**src/pkg/rtcf_pkg.sv**
```systemverilog
`default_nettype none
package rtcf_pkg;

  // ----------------------------------------------------------------
  // function control register
  // ----------------------------------------------------------------
  localparam logic [7:0] FUNC_ADDR = 8'h28;
  localparam logic [7:0] FUNC_RESET = 8'h00;
  localparam int HUND_BIT = 7;
  localparam int PI_LSB = 5;
  localparam int MODE_BIT = 4;
  localparam int STOPSRC_BIT = 3;
  localparam int COF_LSB = 0;

  // periodic interrupt selector codes
  localparam logic [1:0] PI_OFF = 2'h0;
  localparam logic [1:0] PI_SEC = 2'h1;
  localparam logic [1:0] PI_MIN = 2'h2;
  localparam logic [1:0] PI_HOUR = 2'h3;

  // periodic interval lengths in seconds
  localparam logic [11:0] SECS_PER_MIN = 12'h03c;
  localparam logic [11:0] SECS_PER_HOUR = 12'he10;

  // clock output selector codes
  localparam logic [2:0] COF_XTAL = 3'h0;
  localparam logic [2:0] COF_1HZ = 3'h6;
  localparam logic [2:0] COF_OFF = 3'h7;
  localparam int ONE_HZ_BIT = 14;

  // trigger pin io modes
  localparam logic [1:0] TSIO_CLK = 2'h2;
  localparam logic [1:0] TSIO_IN = 2'h3;
  // interrupt-a pin mode that carries the clock
  localparam logic [1:0] IRQA_CLK = 2'h0;

  // hundredths divider: 14 periods of /3 then 11 periods of /2
  localparam logic [4:0] HUND_LONG = 5'h0e;
  localparam logic [4:0] HUND_LAST = 5'h18;
  localparam logic [6:0] TICK256_MASK = 7'h7f;

  // ----------------------------------------------------------------
  // module state
  // ----------------------------------------------------------------
  typedef struct packed {
    logic [7:0] func;        // function control register
    logic [7:0] rdata;       // read data
    logic xtal_d;            // previous crystal level
    logic [14:0] presc;      // crystal prescaler
    logic [11:0] per_cnt;    // periodic interval seconds
    logic [1:0] hdiv;        // hundredths sub-divider
    logic [4:0] hidx;        // hundredths phase index
    logic pi_pulse;          // periodic interrupt pulse
    logic pi_flag;           // periodic interrupt flag
    logic count_en;          // time counting runs
    logic sec_tick;          // gated seconds tick
    logic hund_tick;         // gated hundredths tick
    logic clk_pin;           // dedicated clock pin level
    logic ts_out;            // trigger pin clock level
    logic ts_oe;             // trigger pin drive enable
    logic irqa_oe;           // interrupt-a pull-down enable
  } rtcf_state_t;

endpackage : rtcf_pkg
`default_nettype wire

```
**src/rtl/rtcf_function_control.sv**
```systemverilog
// Behaviour
// - selector picks none, second, minute, hour pulses
// - disabled selector holds periodic timers reset
// - first pulse within period, not before period-1s
// - periodic timers ignore halt and pin stop
// - each periodic pulse sets the periodic flag
// - pulses continue while flag stays uncleared
// - periodic interval uses uncalibrated crystal seconds
// - mode bit 0 selects calendar counting
// - mode bit 1 selects elapsed hour counting
// - stop source bit adds trigger pin stop
// - halt bit stops counting in both modes
// - pin active level stops, halt overrides pin
// - selector gives seven frequencies or static off
// - clock pin push-pull, on at 32.768 kHz
// - clock pin disable drives the pin low
// - same square wave on trigger and irq-a pins
// - invert bit inverts, except for static off
// - divided outputs keep a 50:50 duty
// - polarity bit 0 active high, 1 active low
`timescale 1ns/1ps
`default_nettype none
module rtcf_function_control #(
  parameter int PRESC_W = 15
) (
  // clock and reset
  input wire logic clk,
  input wire logic nrst,
  // register port
  input wire logic [7:0] reg_addr,
  input wire logic reg_wr,
  input wire logic reg_rd,
  input wire logic [7:0] reg_wdata,
  output logic [7:0] reg_rdata,
  // crystal oscillator level
  input wire logic xtal_32k,
  // control bits from neighbouring registers
  input wire logic halt_count,
  input wire logic [1:0] trigger_pin_io_mode,
  input wire logic trigger_pin_polarity,
  input wire logic [1:0] irq_a_pin_mode,
  input wire logic clock_pin_disable,
  input wire logic clkout_invert,
  input wire logic periodic_irq_flag_clear,
  // trigger pin input level
  input wire logic trigger_pin,
  // counting control to the time counter chain
  output logic count_enable,
  output logic count_mode_select,
  output logic hundredths_enable,
  output logic second_tick,
  output logic hundredths_tick,
  // periodic interrupt
  output logic periodic_irq_pulse,
  output logic periodic_irq_flag,
  // clock outputs
  output logic clk_pin,
  output logic trigger_pin_out,
  output logic trigger_pin_oe,
  output logic irq_a_pin_out,
  output logic irq_a_pin_oe
);

  // ----------------------------------------------------------------
  // elaboration checks
  // ----------------------------------------------------------------
  if (PRESC_W != 15)
  begin : g_bad_presc
    $error("prescaler must be 15 bits to reach 1 Hz");
  end

  // ----------------------------------------------------------------
  // helpers
  // ----------------------------------------------------------------
  // last count of the periodic interval for a selector code
  function automatic logic [11:0] period_last(input logic [1:0] sel);
    logic [11:0] v;
    v = 12'h000;
    unique case (sel)
      rtcf_pkg::PI_MIN: v = rtcf_pkg::SECS_PER_MIN - 12'h001;
      rtcf_pkg::PI_HOUR: v = rtcf_pkg::SECS_PER_HOUR - 12'h001;
      rtcf_pkg::PI_SEC: v = 12'h000;
      rtcf_pkg::PI_OFF: v = 12'h000;
    endcase
    return v;
  endfunction : period_last

  rtcf_pkg::rtcf_state_t st_r;   // registered state
  rtcf_pkg::rtcf_state_t st_nxt; // next state

  // field views of the function register
  logic [1:0] pi_sel;
  logic [2:0] cof;
  logic stop_src;
  assign pi_sel = st_r.func[rtcf_pkg::PI_LSB +: 2];
  assign cof = st_r.func[rtcf_pkg::COF_LSB +: 3];
  assign stop_src = st_r.func[rtcf_pkg::STOPSRC_BIT];

  // ----------------------------------------------------------------
  // next state
  // ----------------------------------------------------------------
  // crystal edge, 1 Hz and 256 Hz ticks, stop decision, waves
  always_comb
  begin
    logic xtal_rise;
    logic raw_sec;
    logic tick256;
    logic pin_active;
    logic stopped;
    logic hund_step;
    logic wave;
    logic wave_pol;
    xtal_rise = 1'b0;
    raw_sec = 1'b0;
    tick256 = 1'b0;
    pin_active = 1'b0;
    stopped = 1'b0;
    hund_step = 1'b0;
    wave = 1'b0;
    wave_pol = 1'b0;
    st_nxt = st_r;

    // register write and read, unmapped reads give zero
    if (reg_wr && reg_addr == rtcf_pkg::FUNC_ADDR)
    begin
      st_nxt.func = reg_wdata;
    end
    if (reg_rd)
    begin
      st_nxt.rdata = (reg_addr == rtcf_pkg::FUNC_ADDR) ? st_r.func : 8'h00;
    end

    // free-running prescaler on raw crystal edges
    xtal_rise = xtal_32k && !st_r.xtal_d;
    st_nxt.xtal_d = xtal_32k;
    if (xtal_rise)
    begin
      st_nxt.presc = st_r.presc + 15'h0001;
    end
    raw_sec = xtal_rise && (&st_r.presc);
    tick256 = xtal_rise && (st_r.presc[6:0] == rtcf_pkg::TICK256_MASK);

    // periodic timers never see the stop decision
    st_nxt.pi_pulse = 1'b0;
    if (pi_sel == rtcf_pkg::PI_OFF)
    begin
      st_nxt.per_cnt = 12'h000;
    end
    else if (raw_sec)
    begin
      if (st_r.per_cnt >= period_last(pi_sel))
      begin
        st_nxt.per_cnt = 12'h000;
        st_nxt.pi_pulse = 1'b1;
      end
      else
      begin
        st_nxt.per_cnt = st_r.per_cnt + 12'h001;
      end
    end

    // flag: a new event beats a clear in the same cycle
    if (st_nxt.pi_pulse)
    begin
      st_nxt.pi_flag = 1'b1;
    end
    else if (periodic_irq_flag_clear)
    begin
      st_nxt.pi_flag = 1'b0;
    end

    // stop decision: halt always, pin only when selected and an input
    pin_active = trigger_pin ^ trigger_pin_polarity;
    stopped = halt_count
      || (stop_src && trigger_pin_io_mode == rtcf_pkg::TSIO_IN
          && pin_active);
    st_nxt.count_en = !stopped;

    // hundredths divider from 256 Hz, 3 and 2 pattern over 25 steps
    if (tick256)
    begin
      if (st_r.hdiv == ((st_r.hidx < rtcf_pkg::HUND_LONG) ? 2'h2 : 2'h1))
      begin
        st_nxt.hdiv = 2'h0;
        hund_step = 1'b1;
        st_nxt.hidx = (st_r.hidx == rtcf_pkg::HUND_LAST) ? 5'h00
          : st_r.hidx + 5'h01;
      end
      else
      begin
        st_nxt.hdiv = st_r.hdiv + 2'h1;
      end
    end

    // ticks to the counter chain, gated by the stop decision
    st_nxt.sec_tick = raw_sec && !stopped;
    st_nxt.hund_tick = hund_step && !stopped
      && st_r.func[rtcf_pkg::HUND_BIT];

    // square wave: prescaler bits toggle evenly, so duty is 50:50
    unique case (cof)
      rtcf_pkg::COF_XTAL: wave = xtal_32k;
      rtcf_pkg::COF_1HZ: wave = st_r.presc[rtcf_pkg::ONE_HZ_BIT];
      rtcf_pkg::COF_OFF: wave = 1'b0;
      default: wave = st_r.presc[cof - 3'h1];
    endcase
    wave_pol = (cof == rtcf_pkg::COF_OFF) ? 1'b0
      : wave ^ clkout_invert;

    // dedicated pin, trigger pin and open-drain interrupt-a pin
    st_nxt.clk_pin = clock_pin_disable ? 1'b0 : wave_pol;
    st_nxt.ts_oe = (trigger_pin_io_mode == rtcf_pkg::TSIO_CLK);
    st_nxt.ts_out = st_nxt.ts_oe && wave_pol;
    st_nxt.irqa_oe = (irq_a_pin_mode == rtcf_pkg::IRQA_CLK)
      && (cof != rtcf_pkg::COF_OFF) && !wave_pol;
  end

  // ----------------------------------------------------------------
  // state register
  // ----------------------------------------------------------------
  // synchronous reset to defaults, 32.768 kHz selected
  always_ff @(posedge clk)
  begin
    if (!nrst)
    begin
      st_r <= '0;
      st_r.func <= rtcf_pkg::FUNC_RESET;
      st_r.count_en <= 1'b1;
    end
    else
    begin
      st_r <= st_nxt;
    end
  end

  // ----------------------------------------------------------------
  // outputs
  // ----------------------------------------------------------------
  assign reg_rdata = st_r.rdata;
  assign count_enable = st_r.count_en;
  assign count_mode_select = st_r.func[rtcf_pkg::MODE_BIT];
  assign hundredths_enable = st_r.func[rtcf_pkg::HUND_BIT];
  assign second_tick = st_r.sec_tick;
  assign hundredths_tick = st_r.hund_tick;
  assign periodic_irq_pulse = st_r.pi_pulse;
  assign periodic_irq_flag = st_r.pi_flag;
  assign clk_pin = st_r.clk_pin;
  assign trigger_pin_out = st_r.ts_out;
  assign trigger_pin_oe = st_r.ts_oe;
  assign irq_a_pin_out = 1'b0;
  assign irq_a_pin_oe = st_r.irqa_oe;

  // ----------------------------------------------------------------
  // assertions
  // ----------------------------------------------------------------
  a_pi_off_reset: assert property (@(posedge clk) disable iff (!nrst)
    pi_sel == rtcf_pkg::PI_OFF |=> st_r.per_cnt == 12'h000 && !st_r.pi_pulse)
    else $error("periodic timer not held in reset");

  a_pi_sec_pulse: assert property (@(posedge clk) disable iff (!nrst)
    pi_sel == rtcf_pkg::PI_SEC && xtal_32k && !st_r.xtal_d && (&st_r.presc)
    |=> periodic_irq_pulse)
    else $error("missing once per second pulse");

  a_pi_min_count: assert property (@(posedge clk) disable iff (!nrst)
    periodic_irq_pulse && $past(pi_sel) == rtcf_pkg::PI_MIN
    |-> $past(st_r.per_cnt) >= 12'h03b)
    else $error("minute pulse before 59 counted seconds");

  a_pi_ignore_halt: assert property (@(posedge clk) disable iff (!nrst)
    pi_sel == rtcf_pkg::PI_SEC && halt_count && xtal_32k && !st_r.xtal_d
    && (&st_r.presc) |=> periodic_irq_pulse && !second_tick)
    else $error("periodic timer affected by halt");

  a_flag_set: assert property (@(posedge clk) disable iff (!nrst)
    periodic_irq_pulse |-> periodic_irq_flag)
    else $error("flag not set by periodic pulse");

  a_pulse_with_flag: assert property (@(posedge clk) disable iff (!nrst)
    periodic_irq_flag && pi_sel == rtcf_pkg::PI_SEC && xtal_32k
    && !st_r.xtal_d && (&st_r.presc) |=> periodic_irq_pulse)
    else $error("pulse suppressed by pending flag");

  a_halt_stops: assert property (@(posedge clk) disable iff (!nrst)
    halt_count |=> !count_enable ##0 !second_tick)
    else $error("halt did not stop counting");

  a_pin_stops: assert property (@(posedge clk) disable iff (!nrst)
    stop_src && trigger_pin_io_mode == rtcf_pkg::TSIO_IN
    && (trigger_pin != trigger_pin_polarity) |=> !count_enable)
    else $error("active trigger level did not stop counting");

  a_pin_ignored: assert property (@(posedge clk) disable iff (!nrst)
    !stop_src && !halt_count |=> count_enable)
    else $error("counting stopped without halt");

  a_clk_disabled: assert property (@(posedge clk) disable iff (!nrst)
    clock_pin_disable [*2] |-> !clk_pin)
    else $error("disabled clock pin not low");

  a_cof_static: assert property (@(posedge clk) disable iff (!nrst)
    cof == rtcf_pkg::COF_OFF && clkout_invert
    |=> !clk_pin && !irq_a_pin_oe && !trigger_pin_out)
    else $error("static setting inverted or driven");

  a_ts_clock: assert property (@(posedge clk) disable iff (!nrst)
    trigger_pin_io_mode == rtcf_pkg::TSIO_CLK && !clock_pin_disable
    |=> trigger_pin_oe && trigger_pin_out == clk_pin)
    else $error("trigger pin clock differs from clock pin");

  a_hund_gated: assert property (@(posedge clk) disable iff (!nrst)
    hundredths_tick |-> count_enable && $past(st_r.func[rtcf_pkg::HUND_BIT]))
    else $error("hundredths tick while disabled or stopped");

  a_sec_gated: assert property (@(posedge clk) disable iff (!nrst)
    second_tick |-> count_enable)
    else $error("seconds tick while counting stopped");

  a_flag_clear: assert property (@(posedge clk) disable iff (!nrst)
    periodic_irq_flag_clear |=> periodic_irq_pulse || !periodic_irq_flag)
    else $error("flag kept after clear without a new pulse");

  a_mode_write: assert property (@(posedge clk) disable iff (!nrst)
    reg_wr && reg_addr == rtcf_pkg::FUNC_ADDR
    |=> count_mode_select == $past(reg_wdata[rtcf_pkg::MODE_BIT])
    && hundredths_enable == $past(reg_wdata[rtcf_pkg::HUND_BIT]))
    else $error("mode or hundredths bit not taken from write");

  a_per_bound: assert property (@(posedge clk) disable iff (!nrst)
    st_r.per_cnt < rtcf_pkg::SECS_PER_HOUR)
    else $error("periodic count beyond one hour");

  a_ts_released: assert property (@(posedge clk) disable iff (!nrst)
    trigger_pin_io_mode != rtcf_pkg::TSIO_CLK |=> !trigger_pin_oe && !trigger_pin_out)
    else $error("trigger pin driven outside clock mode");

  a_irqa_clock: assert property (@(posedge clk) disable iff (!nrst)
    irq_a_pin_mode == rtcf_pkg::IRQA_CLK && cof != rtcf_pkg::COF_OFF
    && !clock_pin_disable |=> irq_a_pin_oe == !clk_pin)
    else $error("interrupt-a clock differs from clock pin");

  a_xtal_invert: assert property (@(posedge clk) disable iff (!nrst)
    cof == rtcf_pkg::COF_XTAL && !clock_pin_disable
    |=> clk_pin == ($past(xtal_32k) ^ $past(clkout_invert)))
    else $error("crystal rate clock not inverted as selected");

endmodule : rtcf_function_control
`default_nettype wire
```
**config.mk**
```make
export PLATFORM = sky130hd
export DESIGN_NAME = rtcf_function_control
export DESIGN_NICKNAME = d
export VERILOG_FILES = /design/src/pkg/rtcf_pkg.sv /design/src/rtl/rtcf_function_control.sv
export SDC_FILE = /design/constraint.sdc
export NUM_CORES = 1
export LEC_CHECK = 0
export ABC_AREA = 1
export BUFFER_PORTS_ARGS = -buffer_cell sky130_fd_sc_hd__buf_2
export CAP_MARGIN = 20
export CORE_ASPECT_RATIO = 2
export CORE_MARGIN = 8
export CORE_UTILIZATION = 25
export DETAILED_ROUTE_END_ITERATION = 12
export MAX_ROUTING_LAYER = met4
export PLACE_DENSITY = 0.52
export SKIP_CTS_REPAIR_TIMING = 1
export SLEW_MARGIN = 20
export SYNTH_ARGS = -nofsm -noshare
export SYNTH_HDL_FRONTEND = slang
export SYNTH_SLANG_ARGS = --single-unit
```
**constraint.sdc**
```tcl
create_clock -name clk -period 1.83 [get_ports clk]
set_clock_uncertainty 0.1 [all_clocks]
set_input_delay 0.0915 -clock clk [delete_from_list [all_inputs] [get_ports clk]]
set_output_delay 0.0915 -clock clk [all_outputs]
set_load 0.005 [all_outputs]
```
# Word-level counts from Yosys, hierarchy flattened
# Index checks and enable logic that the tools add are counted.
dict set report word_totals {
  word_cells 82
  inputBits 31
  reg_bits 60
}
dict set report classes {
  magnitude_cmp 3
  reduce_logical 24
  bitwise_logic 3
  n_mux 19
  add_sub_neg 5
  n_eq_ne 12
}
# operator count
set ops {}
lappend ops {{two-way mux 12 bit} 3}
lappend ops {{case mux 12 bit (3 select lines)} 1}
lappend ops {{adder 15 x 1 -> 15 bit, second input constant} 1}
lappend ops {{AND reduction 15 bit} 1}
lappend ops {{adder 12 x 1 -> 12 bit, second input constant} 1}
lappend ops {{>= comparator 12 bit} 1}
lappend ops {{logical AND 1 bit} 12}
lappend ops {{two-way mux 1 bit} 9}
lappend ops {{equality test 2 bit, second input constant} 4}
lappend ops {{equality test 8 x 6 -> 1 bit, second input constant} 1}
lappend ops {{two-way mux 8 bit} 1}
lappend ops {{equality test 7 bit, second input constant} 1}
lappend ops {{equality test 3 bit, second input constant} 2}
lappend ops {{adder 5 x 1 -> 5 bit, second input constant} 1}
lappend ops {{equality test 5 bit, second input constant} 1}
lappend ops {{less-than comparator 3 x 5 -> 1 bit, second input constant} 1}
lappend ops {{less-than comparator 5 x 4 -> 1 bit, second input constant} 1}
lappend ops {{two-way mux 5 bit} 1}
lappend ops {{logical NOT 2 bit} 2}
lappend ops {{two-way mux 2 bit} 2}
lappend ops {{OR reduction 2 bit} 2}
lappend ops {{binary-select mux 1 bit (select 3 bit)} 1}
lappend ops {{logical NOT 1 bit} 3}
lappend ops {{logical NOT 3 bit} 1}
lappend ops {{11 further kinds} 12}

# Longest topological paths before layout
# Gate-level depths: netlist of run 1.
dict set report logic_depth {
  word_depth 10
  ltp_mapped 14
  ltp_nobuf 14
}

# Least setup slack after synthesis of run 1
# OpenSTA, ideal clock, no wires.
dict set report synth_timing {
  path_type {register to register}
  start {register st_r, in the netlist cof[0]}
  end {register st_r, in the netlist clk_pin}
  stages_incl_launch_ff 9
  arrival_time_ps 1470
  slack_ps 147
  setup_ps 112
  path_cell_list {dfxtp_1 > inv_1 > ha_1 > ha_1 > nand3b_1 > nand3b_1 > nand3_1 > nand3_1 > nor2_1}
}
dict set report synth_via {
  elab_chain_len 6
  elab_cells_between_ends 9
  classes_between {1 x add/sub; 2 x eq/ne; 4 x mux; 1 x bitwise; 1 x reduce/logical}
}
# element line_no
set synth_lines {}
lappend synth_lines {{start, declared} rtcf_function_control.sv:88} ;# rtcf_pkg::rtcf_state_t st_r;
lappend synth_lines {{start signal, assigned} rtcf_function_control.sv:232} ;# st_r <= st_nxt;
lappend synth_lines {{subtractor 3 x 1 -> 3 bit} rtcf_function_control.sv:205} ;# default: wave = st_r.presc[cof - 3'h1];
lappend synth_lines {{binary-select mux 1 bit (select 3 bit)} rtcf_function_control.sv:205}
lappend synth_lines {{two-way mux 1 bit (implied by the code)} rtcf_function_control.sv:205}
lappend synth_lines {{case mux 1 bit (3 select lines)} rtcf_function_control.sv:201} ;# unique case (cof)
lappend synth_lines {{bitwise XOR 1 bit} rtcf_function_control.sv:208} ;# : wave ^ clkout_invert;
lappend synth_lines {{two-way mux 1 bit *} rtcf_function_control.sv:207} ;# wave_pol = (cof == rtcf_pkg::COF_OFF) ? 1'b0
# Mark *: on every way between the ends. The rest lies on a longest branch, timed or not. The select of a mux whose other input is x is not followed.
# A chain may end at the register's enable or synchronous reset.

# Worst setup path after layout of run 1
dict set report layout_timing {
  start {register st_r, in the netlist pi_sel[0]}
  end {register st_r, in the netlist periodic_irq_flag}
}
dict set report layout_via {
  elab_chain_len 9
  elab_cells_between_ends 13
  classes_between {1 x order compare; 3 x eq/ne; 7 x mux; 2 x reduce/logical}
}
# element line_no
set layout_lines {}
lappend layout_lines {{equality test 2 x 1 -> 1 bit / equality test 2 bit (equally long branches)} rtcf_function_control.sv:79} ;# unique case (sel)
lappend layout_lines {{case mux 12 bit (3 select lines)} rtcf_function_control.sv:79}
lappend layout_lines {{two-way mux 12 bit} rtcf_function_control.sv:149} ;# else if (raw_sec)
lappend layout_lines {{two-way mux 12 bit} rtcf_function_control.sv:145} ;# if (pi_sel == rtcf_pkg::PI_OFF)
lappend layout_lines {{>= comparator 12 bit} rtcf_function_control.sv:151} ;# if (st_r.per_cnt >= period_last(pi_sel))
lappend layout_lines {{two-way mux 1 bit} rtcf_function_control.sv:151}
lappend layout_lines {{two-way mux 1 bit} rtcf_function_control.sv:149}
lappend layout_lines {{two-way mux 1 bit *} rtcf_function_control.sv:145}
lappend layout_lines {{two-way mux 1 bit / nonzero test 2 bit (equally long branches)} -}
# Marks and branches as above.

==> results of run 1 <==
## per-layer routing
| metal | up-vias | share of wire |
|---|---|---|
| met3 | 11 | 0.070 |
| met1 | 1344 | 0.47 |
| met4 | 0 | 0.016 |
| li1 | 1653 | - |
| met5 | - | 0 |
| met2 | 61 | 0.44 |
## registers in the layout, summed over array words and instances (netlist names)
signal and count:
st_r 36, reg_rdata 8, cof 3, pi_sel 2
clk_pin 1, count_enable 1, count_mode_select 1, hundredths_enable 1
hundredths_tick 1, irq_a_pin_oe 1, periodic_irq_flag 1, periodic_irq_pulse 1
second_tick 1, trigger_pin_oe 1, trigger_pin_out 1
## power groups by stage
stage	clock network [mW]	registers, mW	logic (mW)
2_1_floorplan	0	1.36	0.0755
3_3_place_gp	0	1.36	0.139
3_5_place_dp	0	1.36	0.139
4_1_cts	1.86	1.33	0.140
5_1_grt	1.94	1.33	0.185
6_report	1.81	1.33	0.166
## worst register-to-register path: stages (launching register included)
cell and delay [ns]:
dfxtp_4 0.39, inv_4 0.04, nor2_4 0.17, inv_2 0.06, ha_4 0.26, nand2_2 0.04, nor2_2 0.08, nand3b_1 0.10
nand3_1 0.11, nand2_2 0.12, buf_6 0.15, o21ai_2 0.10
## through the flow
step	hold slack [ns]	cells	setup WS [ns]	instance area, um2	util
floorplan	0.0817	464	0.147	3230	-
global placement	0.194	668	0.0422	3720	0.290
detailed placement	0.193	668	-0.0487	3720	0.290
CTS	-0.154	684	-0.0600	4040	0.315
global route	0.00970	705	-0.0621	4410	0.344
finish	-0.0171	705	0.0290	4410	0.344
## kinds of logic after synthesis
family | after synthesis | share of synthesized area
compound gates | 68 | 0.110
fa+ha+maj | 17 | 0.0658
buf+inv | 86 | 0.112
xor+xnor | 7 | 0.0190
other cells | 1 | 0.00116
flops | 60 | 0.371
simple gates | 225 | 0.321
## placed cells by master (no fill, tap or decap), types with 7 or more instances in the layout
cell           instances
nor2_1                31
inv_1                 63
dfxtp_1               58
clkbuf_16              9
o21ai_0               20
a21oi_1               37
buf_2                 49
ha_4                   7
nand4_1                7
nand3_1               39
buf_4                 23
ha_1                  10
dlygate4sd3_1         16
nor2_2                 7
nand2_1              107
## layout make-up
cell class	instances	area (um2)
inverter	68	260
multi-input combinational	319	1840
fill	1382	8430
clock buffer	11	243
timing repair buffer	90	601
tap	152	190
sequential	60	1210
clock inverter	5	75.1
## how the worst min path moves through the flow
stage,from,end,cells after the start
finish,trigger_pin_io_mode[1],trigger_pin_out$_SDFF_PN0_,5
global route,trigger_pin_io_mode[1],trigger_pin_out$_SDFF_PN0_,5
CTS,trigger_pin_io_mode[0],trigger_pin_oe$_SDFF_PN0_,2
detailed placement,trigger_pin_io_mode[0],trigger_pin_oe$_SDFF_PN0_,2
global placement,trigger_pin_io_mode[0],trigger_pin_oe$_SDFF_PN0_,2
floorplan,trigger_pin_io_mode[0],trigger_pin_oe$_SDFF_PN0_,1
==> results_dict.tcl, run 1 <==
set metrics [dict create \
    routed_via_density 4.35 \
    die_area_um2 17100 \
    fp.dieH_um 177 \
    num_rows 59 \
    grt_use_met3 0.0272 \
    dpl.hpwl_um 5910 \
    cp-startpoint "pi_sel[0]$_SDFFE_PN0P_" \
    period_share 0.984 \
    p_clk_frac 0.547 \
    cp_cell_sequence "inv_4 -> nor2_4 -> inv_2 -> ha_4 -> nand2_2 -> nor2_2 -> nand3b_1 -> nand3_1 -> nand2_2 -> buf_6 -> o21ai_2" \
    busiest_layer "met2" \
    fin_crit_ns 1.80 \
    avgSynthCellArea_um2 6.97 \
    postRouteAntennaNets 0 \
    initialDrtViolationCount 106 \
    synth.net_count 512 \
    finalNetCount 596 \
    detailedRoute.firstPassIterationCount 4 \
    synth_cells 464 \
    reg2reg_slack_ns 0.03 \
    diodes 0 \
    clkSinkCount 60 \
    synth-edff-count 0 \
    clock_latency_ns 0.33 \
    ys_ff_latch 60 \
    tightest_slew_ns 0.574 \
    cp-start-kind "flop" \
    grt_first_pass_wirelength_um 13000 \
    clk_path_buf_depth 2 \
    yosysMostFrequentCell "nand2_1" \
    syn_to_final_growth_pct 36.4 \
    via_count 3069 \
    core_area_um2 12800 \
    cts_tree "yes" \
    timing.critical_path.buf_inv 3 \
    power_switching_uw 678 \
    io_pins 51 \
    hp-class "in -> reg" \
    status "complete, but fails checks" \
    r2r_start "pi_sel[0]$_SDFFE_PN0P_" \
    syn-cell-area_um2 3230 \
    grt_start_max_net_pins 25 \
    crit_slowest_cell "dfxtp_4" \
    gp_congestion 0.839 \
    finalHoldViolCount 1 \
    port_buffers 49 \
    antenna_found_initial 0 \
    power_mw 3.30 \
    rsz0062_at_grt "true" \
    tns_ns 0 \
    max_stage_delay_ns 0.39 \
    clk_pin_slew_ns 0.05 \
    cts_buffers 9 \
    met2_usage 0.139 \
    drc 0 \
    setup_viol 0 \
    wirelength_um 8210 \
    start_util 0.252 \
    yosys_warnings 0 \
    power.density_nw_per_um2 749 \
    ys_top_cells_by_count "nand2_1, inv_1, dfxtp_1" \
    root_buffer "clkbuf_16" \
    required_ns 1.98 \
    violations "hold timing" \
    pwr-share-comb 0.050 \
    synth_top_area_share 0.371 \
    met1_usage 0.126 \
    gr-usage-all-layers 0.0986 \
    worstSetupEndpointType "flop" \
    async_flop_share 0 \
    crit_family "simple AND/OR/NAND/NOR gates" \
    yosysSeqAreaShare 0.371 \
    p_int_mw 2.63 \
    swShare 0.205 \
    max_cap_violations 0 \
    crit_top_cell "nand2_2" \
    crit_type "reg -> reg" \
    rr_worst_depth 11 \
    critPathMaxFanout 4 \
    grt_overflow_total 0 \
    synth_cell_types 34 \
    whs_ns -0.0171 \
    synthFlopType "dfxtp_1" \
    h-tree-depth 3 \
    yosysTopAreaCell "dfxtp_1" \
    worstPathArrival_ns 1.95 \
    synth.area.top_cells "dfxtp_1, nand2_1, inv_1" \
    vdd_drop_max_uv 506 \
    r2r-end "periodic_irq_flag$_SDFFE_PN0P_" \
    avgRoutedWirePerCell_um 11.6 \
    die_w_um 96.4 \
    crit_cells 11 \
    endpoint "periodic_irq_flag$_SDFFE_PN0P_" \
    relSlewSlack 0.617 \
    seq_power_share 0.403 \
    p_leak_nw 1.94 \
    timing.fmax_mhz 555 \
    grt_pass1_vias 2813 \
    drv_slew 0 \
    drive_gt1_frac 0.242 \
]
Power figures use the tool's default switching activity.
==> run 2, diff against run 1 <==
==> constraint.sdc (replaced) <==
create_clock -name clk -period 1.83 [get_ports clk]
set_clock_uncertainty 0.1 [all_clocks]
set_input_delay 0.2745 -clock clk [delete_from_list [all_inputs] [get_ports clk]]
set_output_delay 0.2745 -clock clk [all_outputs]
set_load 0.005 [all_outputs]
==> results_dict.tcl, run 2 (synthesis results as in run 1) <==
set metrics [dict create \
    finalHoldViolCount 0 \
    final_cell_mix "nand2_1, inv_1, dfxtp_1, buf_2, nand3_1" \
    fin_crit_ns 1.76 \
    clk_pin_slew_ns 0.05 \
    critPathMaxFanout 5 \
    p_leak_nw 1.87 \
    cp-startpoint "pi_sel[1]$_SDFFE_PN0P_" \
    rr_worst_depth 8 \
    vdd_drop_max_uv 586 \
    finalNetCount 580 \
    r2r_start "pi_sel[1]$_SDFFE_PN0P_" \
    syn_to_final_growth_pct 29.7 \
    wirelength_um 8030 \
    fin_util 0.327 \
    drc 0 \
    die_area_um2 17100 \
    status "finished clean" \
    max_cap_violations 0 \
    avgRoutedWirePerCell_um 11.7 \
    cts_tree "yes" \
    final_common_cell "nand2_1" \
    diodes 0 \
    drive_gt1_frac 0.250 \
    worstPathArrival_ns 1.88 \
    io_pins 51 \
    initialDrtViolationCount 144 \
    power.density_nw_per_um2 717 \
    gr-usage-all-layers 0.0976 \
    crit_slowest_cell "dfxtp_2" \
    fp.dieH_um 177 \
    reg2reg_slack_ns 0.07 \
    largest_register_ffs 36 \
    grt_start_max_net_pins 25 \
    relSlewSlack 0.619 \
    clkSinkCount 60 \
    cp_cell_sequence "nand2_4 -> ha_1 -> nand4_1 -> nand3b_1 -> nand3_2 -> nand2_4 -> nand2_4 -> nor2_2" \
    via_count 3023 \
    cts_buffers 9 \
    required_ns 1.95 \
    port_buffers 49 \
    gp_congestion 0.835 \
    crit_type "reg -> reg" \
    hp-class "in -> reg" \
    period_share 0.963 \
    timing.fmax_mhz 568 \
    antenna_found_initial 0 \
    clock_latency_ns 0.32 \
    detailedRoute.firstPassIterationCount 4 \
    start_util 0.252 \
    r2r-end "st_r[20]$_SDFFE_PP0P_" \
    postRouteAntennaNets 0 \
    clk_path_buf_depth 2 \
    dpl.hpwl_um 6010 \
    drv_slew 0 \
    worstSetupEndpointType "flop" \
    top_register "st_r" \
    setup_viol 0 \
    endpoint "st_r[20]$_SDFFE_PP0P_" \
    tns_ns 0 \
    n_fill_cell 1431 \
    die_w_um 96.4 \
    grt_pass1_vias 2764 \
    grt_first_pass_wirelength_um 12800 \
    core_area_um2 12800 \
    crit_top_cell "nand2_4" \
    cp-start-kind "flop" \
    grt_overflow_total 0 \
    num_rows 59 \
    tightest_slew_ns 0.572 \
    routed_via_density 4.39 \
    max_stage_delay_ns 0.38 \
    root_buffer "clkbuf_16" \
    h-tree-depth 3 \
]
-- run 2: metrics by stage --
stage / power [mW] / setup WS [ns] / area, um2 / hold WS (ns) / cells
after global routing: 3.13 / -0.0194 / 4200 / 0.0415 / 688
after global placement: 1.50 / 0.0601 / 3740 / 0.339 / 670
final: 3.01 / 0.0683 / 4200 / 0.0440 / 688
after floorplan: 1.44 / 0.147 / 3230 / 0.265 / 464
after CTS: 3.06 / -0.0492 / 4010 / 0.0306 / 685
after detailed placement: 1.50 / -0.0345 / 3740 / 0.341 / 670
-- run 2: where the power goes --
part | leakage [nW] | total [mW] | internal, mW | switching, mW
sequential | 0.488 | 1.33 | 1.33 | 0.00704
combinational | 1.24 | 0.144 | 0.0627 | 0.0810
clock | 0.135 | 1.53 | 0.976 | 0.554
-- run 2: worst min-delay path by stage --
stage,startpoint,end,slack (ns),cells past startpoint
after global routing,trigger_pin_io_mode[0],trigger_pin_oe$_SDFF_PN0_,0.04,2
after global placement,st_r[39]$_SDFFE_PN0P_,st_r[39]$_SDFFE_PN0P_,0.34,2
after CTS,trigger_pin_io_mode[0],trigger_pin_oe$_SDFF_PN0_,0.03,2
after floorplan,trigger_pin_io_mode[0],trigger_pin_oe$_SDFF_PN0_,0.26,1
final,trigger_pin_io_mode[0],trigger_pin_oe$_SDFF_PN0_,0.04,2
after detailed placement,st_r[39]$_SDFFE_PN0P_,st_r[39]$_SDFFE_PN0P_,0.34,2
-- run 2: worst max-delay path: cells and delay by family, from the launching register on --
kind | cells | cell delay (ns)
flops | 1 | 0.38
fa+ha+maj | 1 | 0.30
simple gates | 7 | 0.88
-- run 2: final cells by class --
cell class              count  area, um2  area share
clock buffers              13        260      0.0620
well taps                 152        190      0.0453
clock inverters             2       10.0     0.00239
multi-input cells         319       1830       0.437
inverters                  68        260      0.0620
repair buffers             74        433       0.103
flip-flops and latches     60       1210       0.288
-- run 2: layer usage --
metal / GRT usage / wire length, um / up-vias
met2: 0.139 / 3530 / 54
met3: 0.0225 / 562 / 6
li1: - / - / 1630
met4: 0.0534 / 110 / 0
met1: 0.123 / 3830 / 1333
met5: - / 0 / -
